--- src/pkg/zq_train_pkg.sv ---
// constants, types and encodings shared by the calibration and training block
`default_nettype none
package zq_train_pkg;
   localparam int CA_W = 10;
   localparam int DQ_W = 16;
   localparam int LEN_W = 16;
   localparam int ADDR_W = 8;
   localparam int DATA_W = 32;

   // software register offsets (byte addresses, one word each)
   localparam logic [7:0] REG_LEN_BASE = 8'h00;
   localparam logic [7:0] REG_STATUS = 8'h10;
   localparam logic [7:0] REG_ECHO = 8'h14;

   // status field positions
   localparam int ST_BUSY = 0;
   localparam int ST_OP = 1;
   localparam int ST_TRAIN = 3;
   localparam int ST_REMAP = 4;
   localparam int ST_DEFAULT = 5;
   localparam int ST_ECHO = 6;
   localparam int ST_CKE_ERR = 7;
   localparam int ST_CMD_ERR = 8;

   // reset values of the calibration lengths, in clock cycles
   localparam logic [15:0] LEN_INIT_RST = 16'h0400;
   localparam logic [15:0] LEN_RESET_RST = 16'h0010;
   localparam logic [15:0] LEN_LONG_RST = 16'h0100;
   localparam logic [15:0] LEN_SHORT_RST = 16'h0040;

   // mode-register addresses and operands
   localparam logic [7:0] MR_CAL_ADDR = 8'h0A;
   localparam logic [7:0] MR_TRAIN_ENTRY = 8'h29;
   localparam logic [7:0] OP_TRAIN_ENTRY = 8'hA4;
   localparam logic [7:0] MR_TRAIN_EXIT = 8'h2A;
   localparam logic [7:0] OP_TRAIN_EXIT = 8'hA8;
   localparam logic [7:0] MR_TRAIN_REMAP = 8'h30;
   localparam logic [7:0] OP_TRAIN_REMAP = 8'hC0;
   localparam logic [7:0] OP_CAL_INIT = 8'h01;
   localparam logic [7:0] OP_CAL_RESET = 8'h02;
   localparam logic [7:0] OP_CAL_LONG = 8'h03;
   localparam logic [7:0] OP_CAL_SHORT = 8'h04;

   typedef enum logic [1:0] {
      CAL_INIT = 2'b00,
      CAL_RESET = 2'b01,
      CAL_LONG = 2'b10,
      CAL_SHORT = 2'b11
   } cal_op_e;

   typedef enum logic [1:0] {
      S_IDLE = 2'b00,
      S_CAL = 2'b01,
      S_TRAIN = 2'b10
   } dev_state_e;

   typedef struct packed {
      logic cs_n;
      logic cke;
      logic [CA_W-1:0] rise;
      logic [CA_W-1:0] fall;
   } ca_pins_s;

   typedef struct packed {
      logic [ADDR_W-1:0] addr;
      logic [DATA_W-1:0] wdata;
      logic wr;
      logic rd;
   } reg_req_s;
endpackage : zq_train_pkg
`default_nettype wire

--- src/hw/zq_cal_and_ca_training.sv ---
// impedance calibration sequencer and command/address training echo
//
// How it works
// - calibration starts only from a mode-register write
// - impedance reset restores default, busy for its programmed length
// - write 29H operand A4H enters training
// - write 2AH operand A8H exits training
// - entry/exit decode takes address and operand from both edges
// - first phase echoes eight CA pins on DQ
// - remap write switches echo to CA4, CA9
// - unused DQ driven valid, strobe static
// - echo launched once all samples are in
// - repeated commands allowed, delays from last select
// - write 30H operand C0H selects remap phase
// - CA4 to DQ0/DQ1, CA9 to DQ8/DQ9
// - write decoded from CA0-CA3 low, fields split
`default_nettype none
module zq_cal_and_ca_training
   import zq_train_pkg::*;
(
   // clock and reset
   input wire logic clk,
   input wire logic rstn,
   // command/address pins, one sample per edge
   input wire logic cs_n,
   input wire logic cke,
   input wire logic [CA_W-1:0] ca_rise,
   input wire logic [CA_W-1:0] ca_fall,
   // data pins
   output logic [DQ_W-1:0] dq_out,
   output logic [DQ_W-1:0] dq_oe,
   output logic dqs_out,
   output logic dqs_oe,
   // state seen from outside
   output logic cal_busy,
   output logic train_mode,
   output logic impedance_default,
   // register port
   input wire logic [ADDR_W-1:0] reg_addr,
   input wire logic [DATA_W-1:0] reg_wdata,
   input wire logic reg_wr,
   input wire logic reg_rd,
   output logic [DATA_W-1:0] reg_rdata
);

   // pin synchroniser: first stage is read only by the second
   ca_pins_s pin_now;
   ca_pins_s pin_meta;
   ca_pins_s pin;

   assign pin_now = '{cs_n: cs_n, cke: cke, rise: ca_rise, fall: ca_fall};

   always_ff @(posedge clk or negedge rstn) begin
      if (!rstn) begin
         pin_meta <= '{cs_n: 1'b1, cke: 1'b0, rise: '0, fall: '0};
         pin <= '{cs_n: 1'b1, cke: 1'b0, rise: '0, fall: '0};
      end else begin
         pin_meta <= pin_now;
         pin <= pin_meta;
      end
   end

   reg_req_s req;

   assign req = '{addr: reg_addr, wdata: reg_wdata, wr: reg_wr, rd: reg_rd};

   // command decode
   wire selected = !pin.cs_n;
   wire mrw_hit = selected && (pin.rise[3:0] == 4'h0);
   wire [7:0] mr_addr = {pin.fall[1:0], pin.rise[9:4]};
   wire [7:0] mr_op = pin.fall[9:2];

   // entry and exit words are split across the edges: address from rise CA4-9
   // and fall CA0-1, operand from fall CA2-9, so both edge samples must be right
   wire entry_hit = mrw_hit && mr_addr == MR_TRAIN_ENTRY && mr_op == OP_TRAIN_ENTRY;
   wire exit_hit = mrw_hit && mr_addr == MR_TRAIN_EXIT && mr_op == OP_TRAIN_EXIT;
   wire remap_hit = mrw_hit && mr_addr == MR_TRAIN_REMAP && mr_op == OP_TRAIN_REMAP;
   wire cal_hit = mrw_hit && (mr_addr == MR_CAL_ADDR);

   cal_op_e hit_op;
   wire hit_known;

   assign hit_op = (mr_op == OP_CAL_INIT) ? CAL_INIT :
                   (mr_op == OP_CAL_RESET) ? CAL_RESET :
                   (mr_op == OP_CAL_LONG) ? CAL_LONG : CAL_SHORT;
   assign hit_known = mr_op == OP_CAL_INIT || mr_op == OP_CAL_RESET ||
                      mr_op == OP_CAL_LONG || mr_op == OP_CAL_SHORT;

   // programmable lengths, one per operation
   logic [LEN_W-1:0] cal_len [4];
   localparam logic [15:0] LEN_RST [4] = '{LEN_INIT_RST, LEN_RESET_RST,
                                           LEN_LONG_RST, LEN_SHORT_RST};

   genvar gi;
   generate
      for (gi = 0; gi < 4; gi++) begin : g_len
         localparam logic [7:0] LEN_OFS = REG_LEN_BASE + 8'(gi * 4);
         wire len_wr = req.wr && (req.addr == LEN_OFS);

         always_ff @(posedge clk or negedge rstn) begin
            if (!rstn) begin
               cal_len[gi] <= LEN_RST[gi];
            end else if (len_wr) begin
               cal_len[gi] <= req.wdata[LEN_W-1:0];
            end
         end
      end
   endgenerate

   // control state
   dev_state_e state;
   dev_state_e next_state;
   logic [LEN_W-1:0] cal_cnt;
   logic [LEN_W-1:0] next_cal_cnt;
   cal_op_e cur_op;
   logic remap;
   logic next_remap;
   logic echo_on;
   logic next_echo_on;
   logic [DQ_W-1:0] echo_word;
   logic cke_err;
   logic cmd_err;

   wire in_idle = state == S_IDLE;
   wire in_cal = state == S_CAL;
   wire in_train = state == S_TRAIN;
   wire cal_start = in_idle && cal_hit && hit_known;
   wire [LEN_W-1:0] hit_len = cal_len[hit_op];
   // a zero length would never finish, so it counts as one cycle
   wire [LEN_W-1:0] load_len = (hit_len == '0) ? LEN_W'(1) : hit_len;
   wire cal_last = in_cal && (cal_cnt == LEN_W'(1));

   always_comb begin
      next_state = state;
      unique case (state)
         S_IDLE: begin
            if (entry_hit) begin
               next_state = S_TRAIN;
            end else if (cal_start) begin
               next_state = S_CAL;
            end
         end
         S_CAL: begin
            // commands during the period are not acted upon
            if (cal_last) begin
               next_state = S_IDLE;
            end
         end
         S_TRAIN: begin
            if (exit_hit) begin
               next_state = S_IDLE;
            end
         end
         default: begin
            next_state = S_IDLE;
         end
      endcase
   end

   assign next_cal_cnt = cal_start ? load_len :
                         (in_cal && cal_cnt != '0) ? cal_cnt - LEN_W'(1) : cal_cnt;

   // remap holds until exit; a fresh entry restarts at phase one
   assign next_remap = in_train && !exit_hit && (remap || remap_hit);

   // any select in training except the exit write, repeated writes included, relaunches the echo
   assign next_echo_on = in_train && !exit_hit && (echo_on || selected);

   // echo map, first phase: CA0-3, CA5-8 onto even/odd DQ pairs
   logic [DQ_W-1:0] map_first;
   logic [DQ_W-1:0] map_remap;

   generate
      for (gi = 0; gi < 8; gi++) begin : g_map
         localparam int CA_IDX = (gi < 4) ? gi : gi + 1;
         assign map_first[2*gi] = pin.rise[CA_IDX];
         assign map_first[2*gi+1] = pin.fall[CA_IDX];
      end
   endgenerate

   // remapped phase: unused pins sit at a valid low
   assign map_remap = {6'h00, pin.fall[9], pin.rise[9], 6'h00, pin.fall[4], pin.rise[4]};

   wire [DQ_W-1:0] map_now = (remap || remap_hit) ? map_remap : map_first;
   wire echo_take = in_train && selected && !exit_hit;

   // impedance default flag: set by the reset op, cleared by a real calibration
   logic next_default;

   assign next_default = (cal_start && hit_op == CAL_RESET) ? 1'b1 :
                         (cal_start && hit_op != CAL_RESET) ? 1'b0 :
                         impedance_default;

   // protocol watch during calibration; a new event beats a clear
   wire st_wr = req.wr && (req.addr == REG_STATUS);
   wire cke_evt = in_cal && !pin.cke;
   wire cmd_evt = in_cal && selected;
   wire next_cke_err = cke_evt || (cke_err && !(st_wr && req.wdata[ST_CKE_ERR]));
   wire next_cmd_err = cmd_evt || (cmd_err && !(st_wr && req.wdata[ST_CMD_ERR]));

   always_ff @(posedge clk or negedge rstn) begin
      if (!rstn) begin
         state <= S_IDLE;
         cal_cnt <= '0;
         cur_op <= CAL_INIT;
         remap <= 1'b0;
         echo_on <= 1'b0;
         echo_word <= '0;
         cke_err <= 1'b0;
         cmd_err <= 1'b0;
      end else begin
         state <= next_state;
         cal_cnt <= next_cal_cnt;
         cur_op <= cal_start ? hit_op : cur_op;
         remap <= next_remap;
         echo_on <= next_echo_on;
         echo_word <= echo_take ? map_now : echo_word;
         cke_err <= next_cke_err;
         cmd_err <= next_cmd_err;
      end
   end

   // pins: DQ released during calibration and outside training,
   // strobe held static and undriven in every state
   always_ff @(posedge clk or negedge rstn) begin
      if (!rstn) begin
         dq_out <= '0;
         dq_oe <= '0;
         dqs_out <= 1'b0;
         dqs_oe <= 1'b0;
      end else begin
         dq_out <= echo_take ? map_now : (next_echo_on ? dq_out : '0);
         dq_oe <= {DQ_W{next_echo_on}};
         dqs_out <= 1'b0;
         dqs_oe <= 1'b0;
      end
   end

   always_ff @(posedge clk or negedge rstn) begin
      if (!rstn) begin
         cal_busy <= 1'b0;
         train_mode <= 1'b0;
         impedance_default <= 1'b0;
      end else begin
         cal_busy <= next_state == S_CAL;
         train_mode <= next_state == S_TRAIN;
         impedance_default <= next_default;
      end
   end

   // register read: data stand one cycle after the strobe only
   logic [DATA_W-1:0] status_word;
   logic [DATA_W-1:0] len_word;
   logic [DATA_W-1:0] rd_word;

   assign status_word = {23'h000000, cmd_err, cke_err, echo_on, impedance_default,
                         remap, in_train, cur_op, in_cal};
   assign len_word = {16'h0000, cal_len[req.addr[3:2]]};
   wire len_sel = (req.addr[7:4] == REG_LEN_BASE[7:4]) && (req.addr[1:0] == 2'b00);
   assign rd_word = len_sel ? len_word :
                    (req.addr == REG_STATUS) ? status_word :
                    (req.addr == REG_ECHO) ? {16'h0000, echo_word} : '0;

   always_ff @(posedge clk or negedge rstn) begin
      if (!rstn) begin
         reg_rdata <= '0;
      end else begin
         reg_rdata <= req.rd ? rd_word : '0;
      end
   end
endmodule : zq_cal_and_ca_training
`default_nettype wire

--- config.mk ---
export PLATFORM = sky130hd
export DESIGN_NAME = zq_cal_and_ca_training
export DESIGN_NICKNAME = d
export VERILOG_FILES = /design/src/pkg/zq_train_pkg.sv /design/src/hw/zq_cal_and_ca_training.sv
export SDC_FILE = /design/constraint.sdc
export NUM_CORES = 1
export LEC_CHECK = 0
export BUFFER_PORTS_ARGS = -buffer_cell sky130_fd_sc_hd__buf_2
export CORE_MARGIN = 1.5
export CORE_UTILIZATION = 49
export CTS_BUF_LIST = sky130_fd_sc_hd__clkbuf_8
export DETAILED_ROUTE_END_ITERATION = 16
export PLACE_DENSITY = 0.76
export SETUP_SLACK_MARGIN = 0.3
export SLEW_MARGIN = 20
export SYNTH_ARGS = -nofsm -noshare
export SYNTH_HDL_FRONTEND = slang
export SYNTH_SLANG_ARGS = --single-unit
--- constraint.sdc ---
create_clock -name clk -period 2.5 [get_ports clk]
set_input_delay 0.5 -clock clk [delete_from_list [all_inputs] [get_ports clk]]
set_output_delay 0.5 -clock clk [all_outputs]
set_load 0.005 [all_outputs]
==> results by group <==
Die
  • Die Height: between 100 and 150 microns
  • Core area: about 17000 sq um
  • IO Pins: 135
  • Row count: 47
  • Die Wd: roughly 130 microns
  • Initial Utilization: 0.5005
  • Die Area: 17730 sq um

GRT
  • Vias in the first global route: a little under 6000
  • Global-route wire length before repair: around 32 mm
  • Pin count of the biggest net entering global routing: 64
  • Grt ovf: 0
  • GRT Resource Usage Total: 0.2366
  • Initial antenna violation count: 0

Timing
  • Total negative slack: 0 ns
  • RSZ-0062 raised after global routing: true
  • Final hold slack: roughly 0.11 ns
  • Hold Violations, Final: 0
  • Slew @ Worst Pin: ~0.53 ns
  • Clk_skew: approximately 0.017 ns
  • Min Tclk post-route: about 2.2 ns
  • Crit share post-route: 0.8893
  • F_max: between 400 and 500 MHz
  • Final setup fails: 0
  • Worst slew margin: 0.6443
  • Max Transition Viols Final: 0

Detailed routing
  • Via count: between 5000 and 6000
  • ANT nets after route: 0
  • Drt initial violations: between 300 and 400
  • DRC errors left: 0
  • Routed WL: 20.40 mm
  • TritonRoute pass-1 iters: 5
  • Vias per Instance: approximately 5.8
  • Routed len/inst: just over 20 microns

Clock tree
  • CTS Buf Count: 17
  • CTS Buffer Depth: 2
  • H-Tree Depth: 4
  • Sink Count: ~180
  • Clock Latency Late Sink: roughly 0.5 ns
  • CTS tree: done
  • Clock transition at the registers of the reported paths: ~0.10 ns
  • CTS Root Cell: clkbuf_8

Logic synthesis
  • Cell variety after synth: 55
  • EDFF count, synth: 0
  • Synth Instances: 659
  • Post-synth top area share: 0.5336
  • Post-Syn Area: 8300 sq um
  • Synth area leader: dfrtp_1
  • Synthesis-stage register bit count: around 180
  • Post-synth top flop: dfrtp_1
  • Syn avg cell area: roughly 13 sq um
  • Sequential area share after synthesis: 0.5526
  • Ys Warns: 0
  • Largest cells by area after synthesis: dfrtp_1 (53%), mux2_2 (10%), mux4_2 (4.3%)
  • Post-synth top cells: dfrtp_1 (177), mux2_2 (74), buf_4 (34), nor2_1 (32), mux2i_1 (29)
  • Ys async rst share: 1.000
  • Count leader, synth: dfrtp_1

Flow run
  • Max Cap Viol: 0

Pwr
  • Leakage: ~4.8 nW
  • Tot Pwr: about 5.5 mW
  • Power per Cell Area: between 500 and 600 nW/um^2
  • VDD IR-drop max: 0.4682 mV

Status
  • Status: finished clean

Worst setup path
  • CP Launch Type: flip-flop
  • Worst Setup End Kind: flip-flop
  • Worst setup startpoint: map_first[11]
  • CP Max Fanout: 6
  • Worst R2R Setup Slack: ~0.28 ns
  • Worst r2r src: map_first[11]
  • CP Data Arrival Time: between 2 and 3 ns
  • Worst endpoint required time: 2.90 ns
  • Crit path kind: reg -> reg

Min path
  • Worst hold start: ca_rise[6]
  • Hold Crit Class: in -> reg

Final layout
  • Fillers: 1302
  • Final Core Density: 0.5902
  • Nets: approximately 840
  • Layout area overhead: 17.92%
  • Antenna fix cells: 0
  • Final Non-Filler Cells: 1001
  • Share of layout cells above drive strength 1: 0.3931

Place
  • DP HPWL: approximately 14 mm
  • Gpl congestion: between 0.8 and 0.9
  • Port buffer count: 100
  • Placed cell count: 955
[timing repair]
| item | in CTS | in global routing |
|---|---|---|
| hold endpoints to repair | 19 | 0 |
| gates cloned | 0 | 0 |
| gates resized for setup | 25 | 33 |
| setup endpoints to repair | 25 | 41 |
| pin swaps | 4 | 15 |
| hold buffers | 1 | 0 |
| setup buffers | 6 | 8 |
[critical path, cell delays in order (launching register included)]
cell and delay [ns]:
dfrtp_2 0.47, or4_4 0.57, or4_4 0.46, or3_4 0.41
o31ai_2 0.21
[metrics by stage]
stage / cell area, sq um / setup slack, ns
2_1_floorplan: 8366 / 0.3013
3_3_place_gp: 9026 / 0.1791
3_5_place_dp: 9026 / 0.1584
4_1_cts: 9600 / 0.1938
5_1_grt: 9788 / 0.1944
6_report: 9788 / 0.2769
[cell type report]
class | count | area (sq um) | share of cell area
inverter | 5 | 18.77 | 0.001917
sequential | 183 | 4596 | 0.4695
multi-input combinational | 420 | 3592 | 0.3670
clock inverter | 13 | 152.6 | 0.01559
clock buffer | 18 | 247.7 | 0.02531
tap | 220 | 275.3 | 0.02812
timing repair buffer | 142 | 905.9 | 0.09255
[logic make-up after synthesis]
group / after synthesis / synth area share
and+or+nand+nor: 154 / 0.1024
DFF: 183 / 0.5526
AOI/OAI and AO/OA: 110 / 0.09572
other: 1 / 0.0004518
adders and majority gates: 3 / 0.004523
buffers and inverters: 73 / 0.04869
xor gates and xnor gates: 16 / 0.01688
muxes: 119 / 0.1788
[layer usage]
| layer | up-vias | track usage | share of wire |
|---|---|---|---|
| met1 | 2928 | 0.3136 | 0.42 |
| met2 | 227 | 0.3874 | 0.50 |
| met4 | 0 | 0.1069 | 0.029 |
| met5 | - | 0 | 0 |
| li1 | 2575 | - | - |
| met3 | 43 | 0.03843 | 0.056 |
[report_power, final]
part / switching (mW) / internal [mW]
clock network: 1.14 / 0.859
logic: 0.224 / 0.183
registers: 0.0794 / 3.05
[registers in the layout (all words and copies together), names as in the netlist, 4 cells and up]
name and flops:
echo_word 16, reg_rdata 16, dq_out 16, map_remap 4, pin_meta 22, cal_cnt 16
cal_len 64, map_first 16
[cell usage in the layout, fill, tap and decap left out, types with 4 or more instances in the layout]
cell	netlist	routed
nand3_1	12	11
xnor2_1	10	10
nor2b_1	21	21
conb_1	1	18
nor3_1	10	6
dfrtp_2	0	7
buf_12	0	5
mux4_2	16	16
xor2_1	6	6
buf_6	0	4
nand4b_1	4	4
inv_1	5	5
a22o_1	22	22
a21oi_1	23	23
inv_8	0	4
buf_4	34	32
nor2_1	32	31
o221ai_2	0	5
a22oi_1	9	9
nand4_1	5	5
nand2b_1	9	8
nand2_1	28	28
o2bb2ai_1	5	5
inv_6	0	4
a21o_1	10	10
a41oi_1	6	6
dfstp_2	6	6
clkbuf_8	0	18
mux2i_1	29	29
dfrtp_1	177	170
mux2_2	74	73
buf_2	2	99
o21ai_0	14	9
[path summary, 6_finish.rpt]
path,cells past startpoint,end
max,4,cal_cnt[0]
min,1,pin_meta[16]
max reg2reg,4,cal_cnt[0]
min reg2reg,0,map_first[4]
max in group asynchronous,3,map_first[7]
min in group asynchronous,2,reg_rdata[6]
No activity file was read; power rests on OpenSTA's default activity.
